--- src/core/aisp_regs.vh ---
// constants for the two-wire slave port of the converter
`ifndef AISP_REGS_VH
`define AISP_REGS_VH
// address base and general call
`define AISP_ADDR_BASE 5'h12
`define AISP_GCALL_ADDR 7'h00
`define AISP_GCALL_RESET 8'h06
// high-speed master code top five bits 00001
`define AISP_HS_CODE_TOP 5'h01
// pointer selects
`define AISP_PTR_CONV 2'h0
`define AISP_PTR_CFG 2'h1
`define AISP_PTR_LO 2'h2
`define AISP_PTR_HI 2'h3
// register reset values
`define AISP_CFG_RST 16'h8583
`define AISP_LO_RST 16'h8000
`define AISP_HI_RST 16'h7FF0
`define AISP_CONV_RST 16'h0000
// config power-down bit
`define AISP_CFG_MODE_BIT 8
// idle timeout: time in us and clock rate in MHz
`define AISP_TIMEOUT_US 25000
`define AISP_CLK_MHZ 20
`define AISP_TIMEOUT_CYC (`AISP_TIMEOUT_US * `AISP_CLK_MHZ)
`endif

--- src/core/aisp_slave.v ---
// two-wire slave port with pointer and four 16-bit registers
`timescale 1ns/1ps
`include "aisp_regs.vh"

module aisp_slave (
  input wire i_clk,
  input wire i_rst,
  input wire i_scl,
  input wire i_sda,
  input wire [1:0] i_addr_sel,
  input wire [15:0] i_conv_data,
  output reg o_sda_out,
  output reg o_sda_oe,
  output reg o_hs_mode,
  output reg [15:0] o_cfg,
  output reg [15:0] o_lo_thresh,
  output reg [15:0] o_hi_thresh,
  output reg o_gcall_rst
);

// ----------------------------------------------------------------
// states
// ----------------------------------------------------------------
localparam [5:0] ST_IDLE = 6'h01;
localparam [5:0] ST_ADDR = 6'h02;
localparam [5:0] ST_WR = 6'h04;
localparam [5:0] ST_RD = 6'h08;
localparam [5:0] ST_GC = 6'h10;
localparam [5:0] ST_IGN = 6'h20;

// ----------------------------------------------------------------
// pin synchronisers and edge finding
// ----------------------------------------------------------------
reg [1:0] scl_s_r;
reg [1:0] sda_s_r;
reg [1:0] sel_a_r;
reg [1:0] sel_b_r;
reg scl_d_r;
reg sda_d_r;
wire scl_rise;
wire scl_fall;
wire start_det;
wire stop_det;

// two flops per pin; only the second stage feeds logic
// reset values match the idle-high bus, so no false edge follows reset
always @(posedge i_clk) begin
  if (i_rst) begin
    scl_s_r <= 2'h3;
    sda_s_r <= 2'h3;
    sel_a_r <= 2'h0;
    sel_b_r <= 2'h0;
    scl_d_r <= 1'b1;
    sda_d_r <= 1'b1;
  end else begin
    scl_s_r <= {scl_s_r[0], i_scl};
    sda_s_r <= {sda_s_r[0], i_sda};
    sel_a_r <= i_addr_sel;
    sel_b_r <= sel_a_r;
    scl_d_r <= scl_s_r[1];
    sda_d_r <= sda_s_r[1];
  end
end

// no speed activation
// clock edges are found by oversampling, so standard and fast rates
// need no mode switch; the bus clock must stay low and high for at
// least three system clocks, which high-speed rates do not give
assign scl_rise = scl_s_r[1] & ~scl_d_r;
assign scl_fall = ~scl_s_r[1] & scl_d_r;
assign start_det = scl_s_r[1] & scl_d_r & sda_d_r & ~sda_s_r[1];
assign stop_det = scl_s_r[1] & scl_d_r & ~sda_d_r & sda_s_r[1];

// ----------------------------------------------------------------
// byte engine
// ----------------------------------------------------------------
reg [5:0] state_r;
reg [3:0] bit_cnt_r;
reg [7:0] shift_r;
reg [1:0] ptr_r;
reg [1:0] wr_idx_r;
reg [7:0] msb_hold_r;
reg rd_lsb_r;
reg ack_phase_r;
reg [15:0] conv_r;
reg [23:0] idle_cnt_r;
wire to_hit;
wire [6:0] own_addr;
wire [7:0] rx_byte;
reg [15:0] rd_word;

// address follows the select pin continuously
assign own_addr = {`AISP_ADDR_BASE, sel_b_r};
assign rx_byte = {shift_r[6:0], sda_s_r[1]};

// idle limit reached
// compared at the full width of the constant; 25 ms at 20 MHz is
// 500000 cycles, which still fits the 24-bit counter with room to spare
assign to_hit = ({8'h00, idle_cnt_r} == `AISP_TIMEOUT_CYC);

// pointer selects the word read back
always @* begin
  case (ptr_r)
    `AISP_PTR_CONV: rd_word = conv_r;
    `AISP_PTR_CFG: rd_word = o_cfg;
    `AISP_PTR_LO: rd_word = o_lo_thresh;
    default: rd_word = o_hi_thresh;
  endcase
end

// main sequencer; ack and data bits change only on clock falls
// acting on the synchronised fall keeps every data change inside the
// low phase, well clear of the next rise the master sees
always @(posedge i_clk) begin
  if (i_rst) begin
    state_r <= ST_IDLE;
    bit_cnt_r <= 4'h0;
    shift_r <= 8'h00;
    ptr_r <= 2'h0;
    wr_idx_r <= 2'h0;
    msb_hold_r <= 8'h00;
    rd_lsb_r <= 1'b0;
    ack_phase_r <= 1'b0;
    conv_r <= `AISP_CONV_RST;
    idle_cnt_r <= 24'h000000;
    o_sda_out <= 1'b0;
    o_sda_oe <= 1'b0;
    o_hs_mode <= 1'b0;
    o_cfg <= `AISP_CFG_RST;
    o_lo_thresh <= `AISP_LO_RST;
    o_hi_thresh <= `AISP_HI_RST;
    o_gcall_rst <= 1'b0;
  end else begin
    // the reset pulse lasts one cycle; a repeated command gives a new pulse
    o_gcall_rst <= 1'b0;
    // conversion word is re-sampled each cycle; a read may see two
    // different words if the core updates between msb and lsb
    conv_r <= i_conv_data;
    // idle timeout counter, cleared in idle and by any clock-line edge
    if (state_r == ST_IDLE || scl_rise || scl_fall)
      idle_cnt_r <= 24'h000000;
    else
      idle_cnt_r <= idle_cnt_r + 24'h000001;
    if (start_det) begin
      // start or repeated start opens address phase
      state_r <= ST_ADDR;
      bit_cnt_r <= 4'h0;
      ack_phase_r <= 1'b0;
      o_sda_oe <= 1'b0;
    end else if (stop_det) begin
      // stop leaves high speed; release data
      // a stop always returns to idle, whatever the state
      state_r <= ST_IDLE;
      o_sda_oe <= 1'b0;
      o_hs_mode <= 1'b0;
    end else if (to_hit) begin
      // abandon transfer
      // high-speed flag is left alone: only a stop ends it
      state_r <= ST_IDLE;
      o_sda_oe <= 1'b0;
    end else if (state_r != ST_IDLE && state_r != ST_IGN) begin
      if (scl_rise && !ack_phase_r && state_r != ST_RD) begin
        shift_r <= rx_byte;
        bit_cnt_r <= bit_cnt_r + 4'h1;
      end
      if (scl_rise && ack_phase_r && state_r == ST_RD) begin
        if (sda_s_r[1])
          state_r <= ST_IGN;
      end
      if (scl_rise && !ack_phase_r && state_r == ST_RD)
        bit_cnt_r <= bit_cnt_r + 4'h1;
      if (scl_fall) begin
        if (ack_phase_r) begin
          // end of ninth clock: release, then start next byte
          ack_phase_r <= 1'b0;
          bit_cnt_r <= 4'h0;
          o_sda_oe <= 1'b0;
          if (state_r == ST_RD) begin
            // msb then lsb
            // rd_lsb_r marks that the msb has gone, so the lsb is next;
            // after an acked lsb the same word starts again at its msb
            rd_lsb_r <= ~rd_lsb_r;
            o_sda_oe <= 1'b1;
            o_sda_out <= rd_lsb_r ? rd_word[7] : rd_word[15];
            shift_r <= rd_lsb_r ? {rd_word[6:0], 1'b1} :
              {rd_word[14:8], 1'b1};
          end
        end else if (bit_cnt_r == 4'h8) begin
          ack_phase_r <= 1'b1;
          o_sda_out <= 1'b0;
          o_sda_oe <= 1'b0;
          case (state_r)
            ST_ADDR: begin
              if (shift_r[7:1] == own_addr) begin
                o_sda_oe <= 1'b1;
                state_r <= shift_r[0] ? ST_RD : ST_WR;
                wr_idx_r <= 2'h0;
                rd_lsb_r <= 1'b0;
              end else if (shift_r[7:1] == `AISP_GCALL_ADDR &&
                  !shift_r[0]) begin
                o_sda_oe <= 1'b1;
                state_r <= ST_GC;
              end else if (shift_r[7:3] == `AISP_HS_CODE_TOP) begin
                // master code: no ack, high speed on
                o_hs_mode <= 1'b1;
                state_r <= ST_IGN;
              end else begin
                state_r <= ST_IGN;
              end
            end
            ST_WR: begin
              o_sda_oe <= 1'b1;
              if (wr_idx_r == 2'h0) begin
                // pointer byte kept
                // only the select bits are kept; bits 7 to 2 should be zero
                ptr_r <= shift_r[1:0];
                wr_idx_r <= 2'h1;
              end else if (wr_idx_r == 2'h1) begin
                msb_hold_r <= shift_r;
                wr_idx_r <= 2'h2;
              end else begin
                wr_idx_r <= 2'h1;
                // conversion word is read-only: its bytes are acked, dropped
                case (ptr_r)
                  `AISP_PTR_CFG: o_cfg <= {msb_hold_r, shift_r};
                  `AISP_PTR_LO: o_lo_thresh <= {msb_hold_r, shift_r};
                  `AISP_PTR_HI: o_hi_thresh <= {msb_hold_r, shift_r};
                  default: o_cfg <= o_cfg;
                endcase
              end
            end
            ST_GC: begin
              o_sda_oe <= 1'b1;
              if (shift_r == `AISP_GCALL_RESET) begin
                o_cfg <= `AISP_CFG_RST;
                o_lo_thresh <= `AISP_LO_RST;
                o_hi_thresh <= `AISP_HI_RST;
                ptr_r <= 2'h0;
                o_gcall_rst <= 1'b1;
              end
            end
            default: begin
              // read: release for master ack
              o_sda_oe <= 1'b0;
            end
          endcase
        end else if (state_r == ST_RD) begin
          o_sda_oe <= 1'b1;
          o_sda_out <= shift_r[7];
          shift_r <= {shift_r[6:0], 1'b1};
        end
      end
      // address ack falling edge starts read msb; wr_idx_r is parked at
      // 3 during reads so this load happens once per address phase
      if (scl_fall && ack_phase_r && state_r == ST_RD &&
          !rd_lsb_r && wr_idx_r == 2'h0) begin
        wr_idx_r <= 2'h3;
        rd_lsb_r <= 1'b1;
        o_sda_oe <= 1'b1;
        o_sda_out <= rd_word[15];
        shift_r <= {rd_word[14:8], 1'b1};
      end
    end
  end
end

endmodule

--- config.mk ---
export PLATFORM = sky130hd
export DESIGN_NAME = aisp_slave
export DESIGN_NICKNAME = d
export VERILOG_FILES = /design/src/core/aisp_slave.v
export VERILOG_INCLUDE_DIRS = /design/src /design/src/core
export SDC_FILE = /design/constraint.sdc
export NUM_CORES = 1
export LEC_CHECK = 0
export BUFFER_PORTS_ARGS = -buffer_cell sky130_fd_sc_hd__buf_2
export CORE_MARGIN = 2
export CORE_UTILIZATION = 55
export DETAILED_ROUTE_END_ITERATION = 8
export PLACE_DENSITY = 0.76
export SLEW_MARGIN = 30
export SYNTH_ARGS = -nofsm -noshare
export SYNTH_HDL_FRONTEND = slang
export SYNTH_SLANG_ARGS = --single-unit
--- constraint.sdc ---
create_clock -name i_clk -period 4.2 [get_ports i_clk]
set_input_delay 0.42 -clock i_clk [delete_from_list [all_inputs] [get_ports i_clk]]
set_output_delay 0.42 -clock i_clk [all_outputs]
set_load 0.005 [all_outputs]
==> results.cfg, run 1 <==
[timing]
slew_viol_final = 0
rsz0062_at_grt = false
tns_ps = 0
whs_ps = 173
layout_min_cycle_time_ps = 2860
max_slew_margin_pct = 33.0
fin_crit_sh_pct = 68.1
fin_worst_skew_ps = 17.7
fmax_mhz = 350
tightestPinTransition_ps = 1000
setup_viol = 0
hold_viol = 0

[cells_and_area]
post-route-util_pct = 65.5
nNetsFinal = 818
n_antenna_cell = 0
drive_above_1_share_pct = 18.8
area_growth_syn_to_layout_pct = 15.6

[cts]
clk_pin_slew_ps = 60
post_cts_buffers = 0
clock-sinks = 134
clk_latency_ps = 440
cts-buffers-inserted = 17
holdBufCountCts = 0
clockBufferDepth = 2
cts_resized = 0
cts_root_buf = clkbuf_16
htreeDepth = 4
cts_tree = yes

[power_and_ir_drop]
leakagePower_nw = 2.70
irDropWorstVdd_uv = 362
powerDensity_mw_per_mm2 = 391

[synth]
synth.top_cell.area_share_pct = 41.3
ys_ff_latch = 134
syn-num-nets = 767
syn_inst = 741
synth_cell_types = 60
synthArstFlopShare_pct = 0
yosysMostFrequentCell = dfxtp_1
ys_warn_count = 0
synth_edf_count = 0
netlist_top_cells_count = dfxtp_1 (134), nor2_1 (90), a21oi_1 (48)
syn_area_mm2 = 0.00649
synthFlopType = dfxtp_1
yosysTopAreaCell = dfxtp_1
ys_top_cells_by_area = dfxtp_1 (41%), mux4_2 (5.6%), nor2_1 (5.2%), mux2i_1 (5.1%), a21oi_1 (3.7%)
syn_area_per_cell_um2 = 8.76
yosysSeqAreaShare_pct = 41.3

[run]
drv_cap = 0

[status]
status = finished, final reports clean

[floorplanning]
die_w_um = 113
row_count = 39
pin_count = 74
fp.dieH_um = 113
dieArea_mm2 = 0.0127
start_util_pct = 56.6
floorplan.core_area_mm2 = 0.0115

[critical_path]
cp_max_fo = 12
critPathRequiredTime_ps = 4560
worstPathCellList = nor4_2 -> nand2_1 -> nor3_1 -> a211oi_1 -> a2111oi_0 -> a221o_1
cp.arrival_ps = 3220
critPathTopFamily = simple AND/OR/NAND/NOR gates
worstSetupPathType = reg2reg
critical_path.max_stage_delay_ps = 710
crit_slowest_cell = nor4_2
regToRegStartpoint = state_r[1]$_SDFFE_PP0P_
startpoint = state_r[1]$_SDFFE_PP0P_
endpoint_kind = flop
startpoint_type = flop
worst-path-buf-inv = 0

[detailed_routing]
viasPerCell = 6.20
first_pass_iters = 6
num_vias = 5882
drt_iter0_drc = 485
antenna_left = 0
drc_errors = 0
drt-wirelength-per-cell_um = 18.7
finalWirelength_um = 17800

[place]
port_buffers = 73
hpwl_um = 12200
routabilityCongestion = 0.994

[min_path]
worstHoldPathType = in2reg
holdCritStartpoint = i_scl

[global_route]
grt_start_max_net_pins = 74
first_global_vias = 5560
grt_use_total_pct = 28.7
grt_pass1_wl_um = 28700
grt_antenna_before_repair = 0
gr-total-overflow = 0
[power by group]
group / internal (mW) / leakage [nW] / switching, mW / total [mW]
Clock: 0.946 / 0.282 / 0.558 / 1.50
Sequential: 1.29 / 1.09 / 0.0191 / 1.31
Combinational: 0.0504 / 1.33 / 0.0725 / 0.123
[layer usage]
| metal | up-vias | global-route usage (%) | share of wire (%) |
|---|---|---|---|
| met3 | 53 | 6.53 | 7.3 |
| met2 | 269 | 47.7 | 49 |
| met5 | - | 0 | 0 |
| li1 | 2759 | - | - |
| met1 | 2801 | 35.9 | 41 |
| met4 | 0 | 12.6 | 3.2 |
[registers in the layout, summed over array words and instances, names as in the netlist, 4 cells and up]
signal,flops
conv_r,16
idle_cnt_r,24
o_cfg,16
shift_r,8
o_hi_thresh,16
bit_cnt_r,4
o_lo_thresh,16
msb_hold_r,8
state_r,6
[cells by family (layout without fill, tap and decap cells)]
logic type,count (synthesis),count (layout),share of synthesized area [%]
compound gates,133,133,13.1
xor+xnor,22,22,2.97
fa+ha+maj,4,4,0.771
buf+inv,71,135,4.45
flops,134,134,41.3
mux,49,49,10.6
simple gates,328,328,26.7
[path summary, 6_finish.rpt]
kind | endpoint | slack, ps | depth (start not counted)
max | shift_r[2]$_SDFFE_PP0P_ | 1340 | 6
min | scl_s_r[0]$_SDFF_PP1_ | 170 | 2
max reg2reg | shift_r[2]$_SDFFE_PP0P_ | 1340 | 6
min reg2reg | sda_s_r[1]$_SDFF_PP1_ | 410 | 1
[cell usage in the layout (no fill, tap or decap), drive strengths merged, types with 4 or more instances in the layout]
master and instances:
nor4b 5, or2 11, nand2b 6, ha 4, inv 19, dfxtp 134, o21ai 22, nand3b 4
nand3 34, o211ai 5, clkinvlp 4, mux2i 33, and3b 4, xnor2 14, buf 85, nand4 10
and3 11, o41ai 4, clkinv 4, nor3 39, a31oi 16, nor4 10, or3 6, xor2 8
and2 14, nand2 46, mux4 16, nor2b 28, a211oi 7, clkbuf 20, nor2 91, a21oi 48
[layout make-up]
| class | count | area, um^2 |
|---|---|---|
| Fill cell | 954 | 3960 |
| Multi-Input combinational cell | 536 | 3520 |
| Sequential cell | 134 | 2680 |
| Timing Repair Buffer | 85 | 458 |
| Clock buffer | 20 | 447 |
| Tap cell | 143 | 179 |
| Clock inverter | 12 | 153 |
| Inverter | 18 | 67.6 |
[metrics by stage]
stage / cells / instance area, um^2 / setup slack (ps) / power (mW)
finish: 948 / 7510 / 1340 / 2.93
global route: 948 / 7510 / 1160 / 3.02
CTS: 948 / 7510 / 1380 / 2.95
detailed placement: 916 / 6910 / 1400 / 1.46
global placement: 916 / 6910 / 1580 / 1.45
floorplan: 741 / 6490 / 1800 / 1.42
No activity file was read; power rests on OpenSTA's default activity.
==> inputs of run 2 (changes only) <==
CORE_UTILIZATION = 53   (was 55)
clock period = 2.6 ns   (was 4.2 ns; I/O delays follow)
==> run 2 against run 1 <==
  * Maximum frequency is 17% higher
  * Via count rose by 2.6%
  * Register-to-register slack got worse by 1200 ps
  * Critical endpoint is now o_hi_thresh[1]$_SDFFE_PP0P_
  * Largest power group unchanged
  * Highest routed layer unchanged
==> results.cfg, run 2 (synthesized netlist as in run 1, its figures left out) <==
[critical_path]
cp_max_fo = 28
cp.arrival_ps = 2720
critPathTopFamily = simple AND/OR/NAND/NOR gates
startpoint = state_r[1]$_SDFFE_PP0P_
startpoint_type = flop
regToRegStartpoint = state_r[1]$_SDFFE_PP0P_
critical_path.max_stage_delay_ps = 690
worstSetupPathType = reg2reg
endpoint_kind = flop
worstPathCellList = or4_1 -> nor3b_4 -> a31oi_1 -> nor4_4 -> buf_12 -> mux2i_1 -> nor2_1
crit_slowest_cell = or4_1
worst-path-buf-inv = 1
critPathRequiredTime_ps = 2880

[floorplanning]
floorplan.core_area_mm2 = 0.0120
pin_count = 74
die_w_um = 115
dieArea_mm2 = 0.0131
start_util_pct = 54.3
fp.dieH_um = 115
row_count = 40

[cells_and_area]
nNetsFinal = 854
drive_above_1_share_pct = 22.3
n_antenna_cell = 0
largest_reg_flops = 24
regMostFlops = idle_cnt_r
final_common_cell = dfxtp_1
area_growth_syn_to_layout_pct = 21.0
ff_latch_area_mm2 = 0.00268
multi_input_area_mm2 = 0.00352
final_cell_mix = dfxtp_1 (134), nor2_1 (90), buf_2 (72)
nFillCells = 966
final_cell_count_no_fill = 987

[detailed_routing]
antenna_left = 0
drc_errors = 0
num_vias = 6034
highest_layer = met4
drt_iter0_drc = 663
drt-met1-wl_um = 7730
drt-wirelength-per-cell_um = 19.0
dr_wl_met2_um = 8950
finalWirelength_um = 18700
wl_met3_um = 1380
viasPerCell = 6.11
first_pass_iters = 5

[place]
routabilityCongestion = 0.964
dp_cells = 955
hpwl_um = 13400
port_buffers = 73

[cts]
clock-sinks = 134
htreeDepth = 4
clk_pin_slew_ps = 50
holdBufCountCts = 0
cts-buffers-inserted = 17
cts_tree = yes
clockBufferDepth = 2
cts_root_buf = clkbuf_16
clk_latency_ps = 420

[global_route]
gr-total-overflow = 0
grt_pass1_wl_um = 30000
grt_antenna_before_repair = 0
first_global_vias = 5876
grt_use_total_pct = 29.6
grt_start_max_net_pins = 77

[timing]
max_slew_margin_pct = 51.3
slew_viol_final = 0
fin_worst_skew_ps = 8.92
rsz0062_at_grt = true
hold_viol = 0
fmax_mhz = 410
tightestPinTransition_ps = 730
layout_min_cycle_time_ps = 2440
setup_viol = 0
fin_crit_sh_pct = 93.8

[power_and_ir_drop]
power.total_mw = 4.85
powerDensity_mw_per_mm2 = 618
irDropWorstVdd_uv = 430
leakagePower_nw = 2.91

[min_path]
worstHoldPathType = in2reg
holdCritStartpoint = i_scl

[status]
status = finished, final reports clean

[run]
drv_cap = 0
-- run 2: changes by cell type in the layout (fill, tap and decap cells not counted) --
cell and change:
clkinv_2 -1, a2111oi_1 +1, clkinvlp_4 -1, buf_12 +4, bufinv_16 +1, inv_6 -1, clkbuf_1 -1, buf_4 +32
a2111oi_0 -1, clkinv_4 +2
-- run 2: per-layer routing --
layer  GRT usage, %  vias up
li1               -     2825
met1           36.2     2878
met4           15.3        0
met5              0        -
met3           6.99       54
met2           48.8      277
-- run 2: power breakdown --
part	internal [mW]	total [mW]	switching, mW	leakage, nW
Combinational	0.0956	0.238	0.143	1.53
Sequential	2.08	2.10	0.0154	1.09
Clock	1.62	2.52	0.894	0.295
Total	3.80	4.85	1.05	2.91
-- run 2: path summary, 6_finish.rpt --
path / endpoint / slack (ps) / cells past startpoint
setup / recovery: o_hi_thresh[1]$_SDFFE_PP0P_ / 160 / 7
hold / removal: scl_s_r[0]$_SDFF_PP1_ / 30 / 2
setup reg to reg: o_hi_thresh[1]$_SDFFE_PP0P_ / 160 / 7
hold reg to reg: scl_s_r[1]$_SDFF_PP1_ / 400 / 1
-- run 2: repair_timing --
| action | CTS | global route |
|---|---|---|
| endpoints found under the setup margin | 0 | 9 |
| hold endpoints to repair | 0 | 0 |
| gates resized for setup | 0 | 1 |
| buffers inserted | 0 | 1 |
-- run 2: layout make-up --
cell class | instances | share of cell area [%]
sequential | 134 | 34.2
multi-input combinational | 536 | 44.8
timing repair buffer | 121 | 9.91
clock buffer | 19 | 5.64
inverter | 18 | 0.860
clock inverter | 12 | 2.28
tap | 147 | 2.34
-- run 2: stage by stage --
step | utilization [%] | setup WS, ps | area [um^2] | hold slack [ps] | setup TNS, ps
floorplan | - | 197 | 6490 | 364 | 0
global placement | 60.4 | 188 | 7220 | 393 | 0
detailed placement | 60.4 | 125 | 7220 | 398 | 0
CTS | 65.6 | 93.1 | 7850 | 10.8 | 0
global route | 65.7 | -1.34 | 7860 | 10.4 | -1.34
finish | 65.7 | 160 | 7860 | 26.0 | 0
==> inputs of run 3 (changes only) <==
CORE_UTILIZATION = 55   (was 53)
SLEW_MARGIN = unset   (was 30)
clock period = 2.65 ns   (was 2.6 ns; I/O delays follow)
==> run 3 against run 2 <==
  * Utilization up 2.1 points
  * Total power down 6.0%
  * Sequential share of layout area up 0.39 points
  * First-iteration DRC count down 12%
  * Setup slack worse by 28 ps
  * Register-to-register slack worse by 30 ps
  * Wire length down 1.1%
  * Worst hold slack worse by 8.9 ps
  * Critical endpoint is now shift_r[2]$_SDFFE_PP0P_
==> results.cfg, run 3 (synthesized netlist as in run 1, its figures left out) <==
[status]
status = finished, final reports clean

[cells_and_area]
largest_reg_flops = 24
fin_area_mm2 = 0.00777
area_growth_syn_to_layout_pct = 19.7
nNetsFinal = 848
post-route-util_pct = 67.7
n_antenna_cell = 0
drive_above_1_share_pct = 21.8
final_cell_mix = dfxtp_1 (134), nor2_1 (90), buf_2 (72)
regMostFlops = idle_cnt_r
nFillCells = 935
final_common_cell = dfxtp_1

[critical_path]
rrSetupSlack_ps = 130
cp_max_fo = 8
r2r_cells = 6
regToRegStartpoint = state_r[1]$_SDFFE_PP0P_
worstSetupPathType = reg2reg
cp.arrival_ps = 2890
endpoint_kind = flop
r2r_end = shift_r[2]$_SDFFE_PP0P_
critPathRequiredTime_ps = 3020
startpoint_type = flop

[timing]
setup_viol = 0
slew_viol_final = 0
tns_ps = 0
fin_crit_sh_pct = 95.0
fin_worst_skew_ps = 16.0
hold_viol = 0
rsz0062_at_grt = false
max_slew_margin_pct = 45.4
tightestPinTransition_ps = 819
fmax_mhz = 397
layout_min_cycle_time_ps = 2520

[detailed_routing]
drt-wirelength-per-cell_um = 19.0
antenna_left = 0
num_vias = 5997
viasPerCell = 6.13
finalWirelength_um = 18500
drc_errors = 0
first_pass_iters = 5
drt_iter0_drc = 584

[place]
port_buffers = 73
hpwl_um = 12900
routabilityCongestion = 0.941
placed_area_mm2 = 0.00719

[global_route]
gr-total-overflow = 0
grt_antenna_before_repair = 0
first_global_vias = 5869
grt_start_max_net_pins = 83
grt_pass1_wl_um = 30200
grt_use_total_pct = 30.3

[run]
drv_cap = 0

[cts]
clockBufferDepth = 2
post_cts_buffers = 0
cts-buffers-inserted = 17
htreeDepth = 4
cts_resized = 0
clk_latency_ps = 430
clk_pin_slew_ps = 60
holdBufCountCts = 0
clock-sinks = 134
cts_tree = yes
cts_root_buf = clkbuf_16

[power_and_ir_drop]
irDropWorstVdd_uv = 708
power.total_mw = 4.56
powerDensity_mw_per_mm2 = 587
leakagePower_nw = 2.85

[min_path]
worstHoldPathType = in2reg
worstHoldPathCells = 2
holdCritStartpoint = i_sda
min_to = sda_s_r[0]$_SDFF_PP1_

[floorplanning]
dieArea_mm2 = 0.0127
die_w_um = 113
pin_count = 74
fp.dieH_um = 113
start_util_pct = 56.6
floorplan.core_area_mm2 = 0.0115
row_count = 39
[run 3: changes by cell type in the layout (fill, tap and decap cells not counted), moves of 2 or more]
cell       previous run  this run
buf_4                45        38
bufinv_16             4         1
clkinv_4              3         5
inv_8                 0         2
inv_6                 0         2
clkinv_2              2         0
[run 3: worst max path at each step]
stage	from	endpoint	slack, ps
2_1_floorplan	state_r[0]$_SDFFE_PP1P_	o_hi_thresh[5]$_SDFFE_PP1P_	250
3_3_place_gp	state_r[1]$_SDFFE_PP0P_	shift_r[1]$_SDFFE_PP0P_	220
3_5_place_dp	state_r[1]$_SDFFE_PP0P_	shift_r[2]$_SDFFE_PP0P_	220
4_1_cts	state_r[1]$_SDFFE_PP0P_	o_hi_thresh[3]$_SDFFE_PP0P_	170
5_1_grt	state_r[1]$_SDFFE_PP0P_	shift_r[1]$_SDFFE_PP0P_	30
6_report	state_r[1]$_SDFFE_PP0P_	shift_r[2]$_SDFFE_PP0P_	130
[run 3: critical path, cell delays in order, from the launching register on]
cell and delay [ps]:
dfxtp_1 380, or4_1 700, nor2_2 340, o211ai_1 160, a32o_1 210, a2111oi_0 510, a221o_1 180
[run 3: routing by layer]
metal	GRT usage, %	routed length, um	vias up
li1	-	-	2830
met1	37.6	7360	2822
met2	49.6	8980	305
met3	7.24	1590	40
met4	14.2	614	0
met5	0	0	-
[run 3: stage by stage]
| step | worst slack, ps | cells | hold WS [ps] |
|---|---|---|---|
| after floorplan | 247 | 741 | 369 |
| after CTS | 173 | 978 | 9.26 |
| after global placement | 220 | 946 | 390 |
| after detailed placement | 219 | 946 | 395 |
| after global routing | 28.1 | 978 | 21.2 |
| final | 132 | 978 | 17.1 |
[run 3: cell type report]
class | count | area (um^2) | share of cell area, %
Sequential cell | 134 | 2680 | 34.5
Tap cell | 143 | 179 | 2.30
Clock inverter | 14 | 144 | 1.85
Multi-Input combinational cell | 536 | 3520 | 45.3
Inverter | 18 | 67.6 | 0.870
Timing Repair Buffer | 115 | 746 | 9.60
Clock buffer | 18 | 429 | 5.53
[run 3: power breakdown]
group	switching [mW]	internal, mW	total, mW
Clock	0.957	1.31	2.27
Sequential	0.0171	2.04	2.06
Combinational	0.138	0.0948	0.233
